`config.mk`:
```
export PLATFORM = sky130hd
export DESIGN_NAME = scu_top
export DESIGN_NICKNAME = d
export VERILOG_FILES = /design/src/scu_pkg.sv /design/src/scu_top.sv /design/src/scu_sync_detect.sv
export VERILOG_INCLUDE_DIRS = /design/src
export SDC_FILE = /design/constraint.sdc
export NUM_CORES = 1
export LEC_CHECK = 0
export ABC_AREA = 1
export BUFFER_PORTS_ARGS = -buffer_cell sky130_fd_sc_hd__buf_2
export CORE_MARGIN = 3
export CORE_UTILIZATION = 42
export CTS_CLUSTER_DIAMETER = 40
export CTS_CLUSTER_SIZE = 14
export DETAILED_ROUTE_END_ITERATION = 6
export PLACE_DENSITY = 0.75
export SLEW_MARGIN = 20
export SYNTH_ARGS = -nofsm -noshare
export SYNTH_HDL_FRONTEND = slang
export SYNTH_SLANG_ARGS = --single-unit
```
`constraint.sdc`:
```
create_clock -name clk -period 1.5 [get_ports clk]
set_clock_uncertainty 0.2 [all_clocks]
set_input_delay 0.075 -clock clk [delete_from_list [all_inputs] [get_ports clk]]
set_output_delay 0.075 -clock clk [all_outputs]
set_load 0.05 [all_outputs]
```
`src/scu_cfg.svh`:
```
// Constants for the system control and register update bank.
// Assumes a 10-bit register address and 8-bit data from the serial control port.
`ifndef SCU_CFG_SVH
`define SCU_CFG_SVH

// Register offsets
`define SCU_SYSCTL_ADDR 10'h230
`define SCU_UPDATE_ADDR 10'h232

// Field positions inside the system control register
`define SCU_SYNC_PD_BIT 2
`define SCU_DREF_PD_BIT 1
`define SCU_SOFT_SYNC_BIT 0

// Field position inside the update register
`define SCU_UPDATE_BIT 0

// Reset values
`define SCU_SYSCTL_RST 3'h0
`define SCU_UPDATE_RST 1'h0
`define SCU_RDATA_RST 8'h00

`endif

```
`src/scu_pkg.sv`:
```
// Types shared by the system control and register update bank.
// Assumes scu_cfg.svh holds all offsets and reset values.
package scu_pkg;
    typedef logic [9:0] scu_addr_t;  // Register address
    typedef logic [7:0] scu_data_t;  // Register data
    typedef logic [2:0] scu_sysctl_t;  // Implemented system control bits
endpackage

```
`src/scu_top.sv`:
```
// System control and register update bank behind the serial control port.
// Assumes the port decoder hands over single-byte reads and writes on clk,
// which is the serial clock domain, and that the external pin is asynchronous.
`timescale 1ns/1ps
`include "scu_cfg.svh"
module scu_top #(
    parameter int ADDR_W = 10  // Register address width
) (
    input wire logic clk,  // Serial clock domain clock
    input wire logic nrst,  // Asynchronous reset, active low
    input wire logic wr_en,  // Write strobe, one cycle
    input wire logic rd_en,  // Read strobe, one cycle
    input wire scu_pkg::scu_addr_t addr,  // Register address
    input wire scu_pkg::scu_data_t wdata,  // Write data
    input wire logic sync_pin_n,  // External alignment pin, low asserts
    output scu_pkg::scu_data_t rdata,  // Read data, one cycle after rd_en
    output logic rvalid,  // Read data valid pulse
    output logic update_strobe,  // Buffer-to-active copy pulse for the system control register
    output logic sync_pd,  // Alignment circuitry powered down
    output logic dist_ref_pd,  // Distribution reference powered down
    output logic sync_hold,  // Selected channels forced static
    output logic sync_start  // Alignment event start pulse
);
    import scu_pkg::*;

    ////////////////////////////////////////////////////////////////////////
    // Width check at elaboration; the decode below only knows 10-bit offsets
    if (ADDR_W != 10) begin : g_addr_w_check
        $error("ADDR_W must be 10");
    end

    ////////////////////////////////////////////////////////////////////////
    // Storage
    scu_sysctl_t buf_reg;  // Buffered system control, written by host
    scu_sysctl_t buf_next;  // Next buffered value
    scu_sysctl_t act_reg;  // Active system control, drives logic
    logic pend_reg;  // Update requested, waiting for copy edge
    logic pend_next;  // Next pending flag
    logic strobe_reg;  // Copy pulse
    scu_data_t rdata_reg;  // Read data holding
    scu_data_t rdata_next;  // Read mux result
    logic rvalid_reg;  // Read valid pulse

    // Full address compare; a partial decode would alias the bank across the map
    function automatic logic addr_hit(input scu_addr_t a, input scu_addr_t offset);
        return (a == offset);
    endfunction

    // Decode
    wire sel_sysctl = addr_hit(addr, `SCU_SYSCTL_ADDR);  // System control hit
    wire sel_update = addr_hit(addr, `SCU_UPDATE_ADDR);  // Update register hit
    wire sysctl_wr = wr_en & sel_sysctl;  // Buffer write
    wire update_wr = wr_en & sel_update & wdata[`SCU_UPDATE_BIT];  // Update request

    // Host writes land in the buffer only, so several fields change together
    assign buf_next = sysctl_wr ? wdata[2:0] : buf_reg;

    // Request set wins over the self-clear in the same cycle
    assign pend_next = update_wr | 1'b0;

    // Read mux; reads show the buffer and the pending flag, others read zero
    assign rdata_next = sel_sysctl ? {5'h00, buf_reg} :
                        sel_update ? {7'h00, pend_reg} : `SCU_RDATA_RST;

    ////////////////////////////////////////////////////////////////////////
    // Buffer register and update request
    always_ff @(posedge clk or negedge nrst) begin
        if (!nrst) begin
            buf_reg <= `SCU_SYSCTL_RST;
            pend_reg <= `SCU_UPDATE_RST;
        end else begin
            buf_reg <= buf_next;
            pend_reg <= pend_next;
        end
    end

    // Copy to active on the edge after the request
    always_ff @(posedge clk or negedge nrst) begin
        if (!nrst) begin
            act_reg <= `SCU_SYSCTL_RST;
            strobe_reg <= 1'b0;
        end else begin
            act_reg <= pend_reg ? buf_reg : act_reg;
            strobe_reg <= pend_reg;
        end
    end

    // Registered read answer
    always_ff @(posedge clk or negedge nrst) begin
        if (!nrst) begin
            rdata_reg <= `SCU_RDATA_RST;
            rvalid_reg <= 1'b0;
        end else begin
            rdata_reg <= rd_en ? rdata_next : rdata_reg;
            rvalid_reg <= rd_en;
        end
    end

    ////////////////////////////////////////////////////////////////////////
    // Outputs straight from flops
    assign rdata = rdata_reg;
    assign rvalid = rvalid_reg;
    assign update_strobe = strobe_reg;
    assign sync_pd = act_reg[`SCU_SYNC_PD_BIT];
    assign dist_ref_pd = act_reg[`SCU_DREF_PD_BIT];

    // Pin and soft bit merge; the soft bit acts from the active copy
    scu_sync_detect u_sync (
        .clk(clk),
        .nrst(nrst),
        .sync_pin_n(sync_pin_n),
        .soft_sync(act_reg[`SCU_SOFT_SYNC_BIT]),
        .sync_pd(act_reg[`SCU_SYNC_PD_BIT]),
        .hold(sync_hold),
        .start(sync_start)
    );

    ////////////////////////////////////////////////////////////////////////
    // Checks
    property p_update_take;
        @(posedge clk) disable iff (!nrst) update_wr |=> pend_reg ##1 strobe_reg;
    endproperty
    a_update_take: assert property (p_update_take) else $error("update not taken");

    property p_copy;
        @(posedge clk) disable iff (!nrst) pend_reg |=> (act_reg == $past(buf_reg));
    endproperty
    a_copy: assert property (p_copy) else $error("active not loaded from buffer");

    property p_self_clear;
        @(posedge clk) disable iff (!nrst) (pend_reg && !update_wr) |=> !pend_reg;
    endproperty
    a_self_clear: assert property (p_self_clear) else $error("update bit stuck");

    property p_hold_act;
        @(posedge clk) disable iff (!nrst) !pend_reg |=> $stable(act_reg);
    endproperty
    a_hold_act: assert property (p_hold_act) else $error("active changed without update");

    property p_sync_pd;
        @(posedge clk) disable iff (!nrst)
            (pend_reg && buf_reg[`SCU_SYNC_PD_BIT]) |=> sync_pd ##1 (!sync_hold && !sync_start);
    endproperty
    a_sync_pd: assert property (p_sync_pd) else $error("alignment not powered down");

    property p_dref_pd;
        @(posedge clk) disable iff (!nrst)
            pend_reg |=> (dist_ref_pd == $past(buf_reg[`SCU_DREF_PD_BIT]));
    endproperty
    a_dref_pd: assert property (p_dref_pd) else $error("reference power-down wrong");

    property p_soft_hold;
        @(posedge clk) disable iff (!nrst)
            (act_reg[`SCU_SOFT_SYNC_BIT] && !sync_pd) |=> sync_hold;
    endproperty
    a_soft_hold: assert property (p_soft_hold) else $error("soft bit did not force static");

    property p_start_pulse;
        @(posedge clk) disable iff (!nrst) sync_start |=> !sync_start;
    endproperty
    a_start_pulse: assert property (p_start_pulse) else $error("start longer than one cycle");

    property p_soft_default;
        @(posedge clk) disable iff (!nrst)
            (!act_reg[`SCU_SOFT_SYNC_BIT] && sync_pin_n) [*3] |=> !sync_hold;
    endproperty
    a_soft_default: assert property (p_soft_default) else $error("soft zero not like pin high");

    property p_unmapped;
        @(posedge clk) disable iff (!nrst) (rd_en && !sel_sysctl && !sel_update) |=>
            (rvalid && rdata == 8'h00);
    endproperty
    a_unmapped: assert property (p_unmapped) else $error("unmapped read not zero");

    // Read port answers: every strobe gives exactly one valid pulse
    property p_read_answer;
        @(posedge clk) disable iff (!nrst) rd_en |=> rvalid;
    endproperty
    a_read_answer: assert property (p_read_answer) else $error("read answer missing");

    property p_read_quiet;
        @(posedge clk) disable iff (!nrst) !rd_en |=> !rvalid;
    endproperty
    a_read_quiet: assert property (p_read_quiet) else $error("valid without a read");

    // Reads show the buffered copy, so the host can check its loads before commit
    property p_read_sysctl;
        @(posedge clk) disable iff (!nrst) (rd_en && sel_sysctl) |=>
            (rdata == {5'h00, $past(buf_reg)});
    endproperty
    a_read_sysctl: assert property (p_read_sysctl) else $error("control read wrong");

    // The update bit reads back set only while the copy is still pending
    property p_read_pending;
        @(posedge clk) disable iff (!nrst) (rd_en && sel_update) |=>
            (rdata == {7'h00, $past(pend_reg)});
    endproperty
    a_read_pending: assert property (p_read_pending) else $error("update read wrong");

    // A copy pulse only ever follows a pending request
    property p_no_stray_strobe;
        @(posedge clk) disable iff (!nrst) !pend_reg |=> !update_strobe;
    endproperty
    a_no_stray_strobe: assert property (p_no_stray_strobe) else $error("stray copy");

    // A plain buffer write must never reach the active copy by itself
    property p_write_buffered;
        @(posedge clk) disable iff (!nrst) (sysctl_wr && !pend_reg) |=> $stable(act_reg);
    endproperty
    a_write_buffered: assert property (p_write_buffered) else $error("write bypassed buffer");

    // Main scenarios: a copy, a static hold, and a soft release starting alignment
    c_update: cover property (@(posedge clk) disable iff (!nrst) strobe_reg);
    c_hold: cover property (@(posedge clk) disable iff (!nrst) sync_hold);
    c_soft_start: cover property (@(posedge clk) disable iff (!nrst)
        $fell(act_reg[`SCU_SOFT_SYNC_BIT]) ##1 sync_start);
endmodule

```
`src/scu_sync_detect.sv`:
```
// Output alignment trigger: merges the external alignment pin with the soft bit.
// Assumes the pin is asynchronous to clk and the soft bit comes from clk logic.
`timescale 1ns/1ps
module scu_sync_detect (
    input wire logic clk,  // System clock
    input wire logic nrst,  // Asynchronous reset, active low
    input wire logic sync_pin_n,  // External alignment pin, low asserts
    input wire logic soft_sync,  // Soft alignment bit, high asserts
    input wire logic sync_pd,  // Alignment circuitry powered down
    output logic hold,  // Channels forced static
    output logic start  // One-cycle alignment start
);
    ////////////////////////////////////////////////////////////////////////
    logic pin_s1_reg;  // First synchroniser stage
    logic pin_s2_reg;  // Second synchroniser stage
    logic asrt_reg;  // Previous merged assert level
    logic hold_reg;  // Registered hold
    logic start_reg;  // Registered start
    wire asrt;  // Merged assert level
    wire enable;  // Circuitry powered

    // Soft bit has reversed sense versus the pin
    assign asrt = soft_sync | ~pin_s2_reg;
    assign enable = ~sync_pd;
    assign hold = hold_reg;
    assign start = start_reg;

    ////////////////////////////////////////////////////////////////////////
    // Two-stage synchroniser; reset to pin-high so no false start
    always_ff @(posedge clk or negedge nrst) begin
        if (!nrst) begin
            pin_s1_reg <= 1'b1;
            pin_s2_reg <= 1'b1;
        end else begin
            pin_s1_reg <= sync_pin_n;
            pin_s2_reg <= pin_s1_reg;
        end
    end

    // Hold while asserted; start on release of assertion
    always_ff @(posedge clk or negedge nrst) begin
        if (!nrst) begin
            asrt_reg <= 1'b0;
            hold_reg <= 1'b0;
            start_reg <= 1'b0;
        end else begin
            asrt_reg <= asrt;
            hold_reg <= enable & asrt;
            start_reg <= enable & asrt_reg & ~asrt;
        end
    end

    ////////////////////////////////////////////////////////////////////////
    // Checks
    property p_hold_soft;
        @(posedge clk) disable iff (!nrst) (soft_sync && !sync_pd) |=> hold_reg;
    endproperty
    a_hold_soft: assert property (p_hold_soft) else $error("soft bit did not hold");

    property p_start_edge;
        @(posedge clk) disable iff (!nrst)
            (asrt_reg && !asrt && !sync_pd) |=> (start_reg ##1 !start_reg);
    endproperty
    a_start_edge: assert property (p_start_edge) else $error("no single start pulse");

    property p_idle_free;
        @(posedge clk) disable iff (!nrst) (!soft_sync && pin_s2_reg) |=> !hold_reg;
    endproperty
    a_idle_free: assert property (p_idle_free) else $error("hold without assertion");

    property p_pd_quiet;
        @(posedge clk) disable iff (!nrst) sync_pd |=> (!hold_reg && !start_reg);
    endproperty
    a_pd_quiet: assert property (p_pd_quiet) else $error("active while powered down");

    c_start: cover property (@(posedge clk) disable iff (!nrst) start_reg);
endmodule

```
==> flow_metrics.py <==
metrics = {
    "power_and_ir_drop": {
        "netSwitchingFraction": 0.267,
        "internal_power_uw": 629,
        "vdd_ir_drop_max_uv": 632,
        "comb_power_share": 0.166,
        "power_density_mw_per_mm2": 813,
        "clockPowerShare": 0.284,
        "power.switching_uw": 229,
        "p_leak_nw": 0.546,
        "seqPwrFrac": 0.551,
    },
    "drt": {
        "vias": 631,
        "routed_wl_mm": 1.49,
        "drt-initial-drc-count": 13,
        "post_drt_via_cell_ratio": 4.64,
        "ant_nets": 0,
        "dr.pass1.iters": 4,
        "routedWlPerCell_um": 11.0,
        "route.detailed.drc": 0,
    },
    "cts": {
        "htreeDepth": 1,
        "root_buffer": "clkbuf_4",
        "postCtsSetupBuffers": 0,
        "clock_latency_ns": 0.29,
        "numCtsBuffers": 3,
        "cts.sinks": 17,
        "clk_path_buf_depth": 2,
        "cts_tree": "yes",
        "clk_pin_slew_ns": 0.09,
    },
    "timing": {
        "final_min_period_over_clock_period": 0.949,
        "period_needed_ns": 1.42,
        "drv_slew": 0,
        "hold_violations": 0,
        "setup_viol": 0,
        "clock.fmax_mhz": 703,
        "fin_setup_tns_ns": 0,
        "rsz0062_at_grt": "no",
    },
    "place": {
        "dp.cells": 115,
        "gp_congestion": 0.754,
        "port-buffer-count": 26,
    },
    "synthesis": {
        "ys_ff_latch": 17,
        "synth_cell_types": 18,
        "syn_inst": 74,
        "yosysWarnings": 0,
        "postSynthAreaPerCell_um2": 9.86,
        "syn_area_um2": 729,
        "seq_area_frac_synth": 0.587,
    },
    "grt": {
        "antenna_found_initial": 0,
        "grt_max_degree": 18,
        "track_usage": 0.154,
        "grt_pass1_wl_mm": 2.34,
        "first_global_vias": 556,
        "overflow": 0,
    },
    "min_path": {
        "hold_path_class": "in2async",
    },
    "floorplan": {
        "die-height_um": 47.7,
        "pin_count": 37,
        "initial_core_util": 0.463,
        "die_x_um": 47.7,
        "rows": 14,
        "placeableCoreArea_mm2": 0.00158,
        "dieArea_mm2": 0.00227,
    },
    "worst_setup_path": {
        "cp_max_fo": 6,
        "cp-end-kind": "register",
        "crit_type": "in2reg",
        "cp.required_ns": 1.49,
        "critPathLaunchType": "input port",
        "arrival_ns": 1.41,
    },
    "final_layout": {
        "fin_nets": 144,
        "diodes": 0,
        "final_layout_size_suffix_gt1_frac": 0.333,
        "final_core_util": 0.670,
        "final_cells": 136,
        "flow.area_growth_from_synthesis_pct": 44.8,
    },
    "run": {
        "cap_violations": 0,
    },
    "status": {
        "status": "finished, final reports clean",
    },
}
-- path summary, 6_finish.rpt --
| check | slack, ns | end | depth (start not counted) | from |
|---|---|---|---|---|
| worst min register to register | 0.16 | u_sync.pin_s2_reg$_DFF_PN1_ | 0 | u_sync.pin_s1_reg$_DFF_PN1_ |
| worst min-delay path | 0.01 | u_sync.start$_DFF_PN0_ | 2 | nrst |
| max in group asynchronous | 0.78 | u_sync.pin_s1_reg$_DFF_PN1_ | 2 | nrst |
| worst max-delay path | 0.08 | buf_reg[2]$_DFFE_PN0P_ | 8 | addr[0] |
| worst max register to register | 0.37 | act_reg[1]$_DFFE_PN0P_ | 1 | pend_reg$_DFF_PN0_ |
| min in group clk | 0.16 | u_sync.pin_s2_reg$_DFF_PN1_ | 0 | u_sync.pin_s1_reg$_DFF_PN1_ |
-- layout by cell type (no fill, tap or decap), drive strengths merged --
master,netlist,final
nor4,1,1
o21ai,7,7
clkbuf,0,4
nor2,8,8
dfrtp,15,15
mux2,1,1
nand4,1,1
conb,1,5
a21oi,1,1
nand3,5,5
nand2,18,18
dfstp,2,2
inv,9,9
buf,5,26
dlygate4sd3,0,17
-- worst max-delay path: stages --
cell and delay, ns:
dlygate4sd3_1 0.55, buf_2 0.14, nor2_1 0.15, nand2_2 0.09, nor2_4 0.16, nand3_4 0.11
nand2_1 0.08, o21ai_1 0.05
-- per-stage QoR --
step,setup WS [ns],hold WS [ns],power (mW),instance area (um^2)
after floorplan,0.312,-0.421,0.556,744
after global placement,0.392,-0.203,0.585,857
after detailed placement,0.352,-0.194,0.588,857
after CTS,0.103,0.0226,0.861,1050
after global routing,0.00450,0.0465,0.897,1060
final,0.0770,0.0149,0.858,1060
-- power groups by stage --
| stage | Clock (mW) | Sequential [mW] | Combinational, mW |
|---|---|---|---|
| after detailed placement | 0 | 0.481 | 0.106 |
| after floorplan | 0 | 0.496 | 0.0593 |
| final | 0.243 | 0.473 | 0.142 |
| after global placement | 0 | 0.481 | 0.104 |
| after CTS | 0.248 | 0.473 | 0.140 |
| after global routing | 0.268 | 0.474 | 0.154 |
-- per-layer routing --
metal	global-route usage	up-vias	wire length, um
met3	0.0414	7	80
met4	0.140	0	63
li1	-	318	-
met5	0	-	0
met2	0.249	26	739
met1	0.163	280	610
-- cells in the mapped netlist, drive strengths merged --
cell	count	area [um^2]
o21ai	7	35.0
mux2	1	11.3
nand3	5	37.5
nor4	1	6.26
dfstp	2	52.6
conb	1	3.75
nor2	8	52.6
nand2	18	72.6
inv	9	33.8
a21oi	1	5.00
nand4	1	6.26
buf	5	37.5
dfrtp	15	375
-- logic make-up after synthesis --
logic type / Yosys count / share of synthesized area
AO/OA/AOI/OAI: 8 / 0.0549
buffers and inverters: 14 / 0.0978
flip-flops: 17 / 0.587
multiplexers: 1 / 0.0154
other: 1 / 0.00514
AND/OR/NAND/NOR: 33 / 0.240
-- area by class of cell --
| cell class | instances | area, um^2 |
|---|---|---|
| clock buffers | 4 | 26.3 |
| inverters | 9 | 33.8 |
| multi-input cells | 47 | 248 |
| repair buffers | 43 | 300 |
| well taps | 16 | 20.0 |
| flip-flops and latches | 17 | 428 |
| fillers | 128 | 520 |
-- timing repair --
action	CTS	global route
setup endpoints to repair	0	4
hold buffers	17	0
resized for setup	0	1
hold endpoints to repair	26	0
No activity file was read; power rests on OpenSTA's default activity.
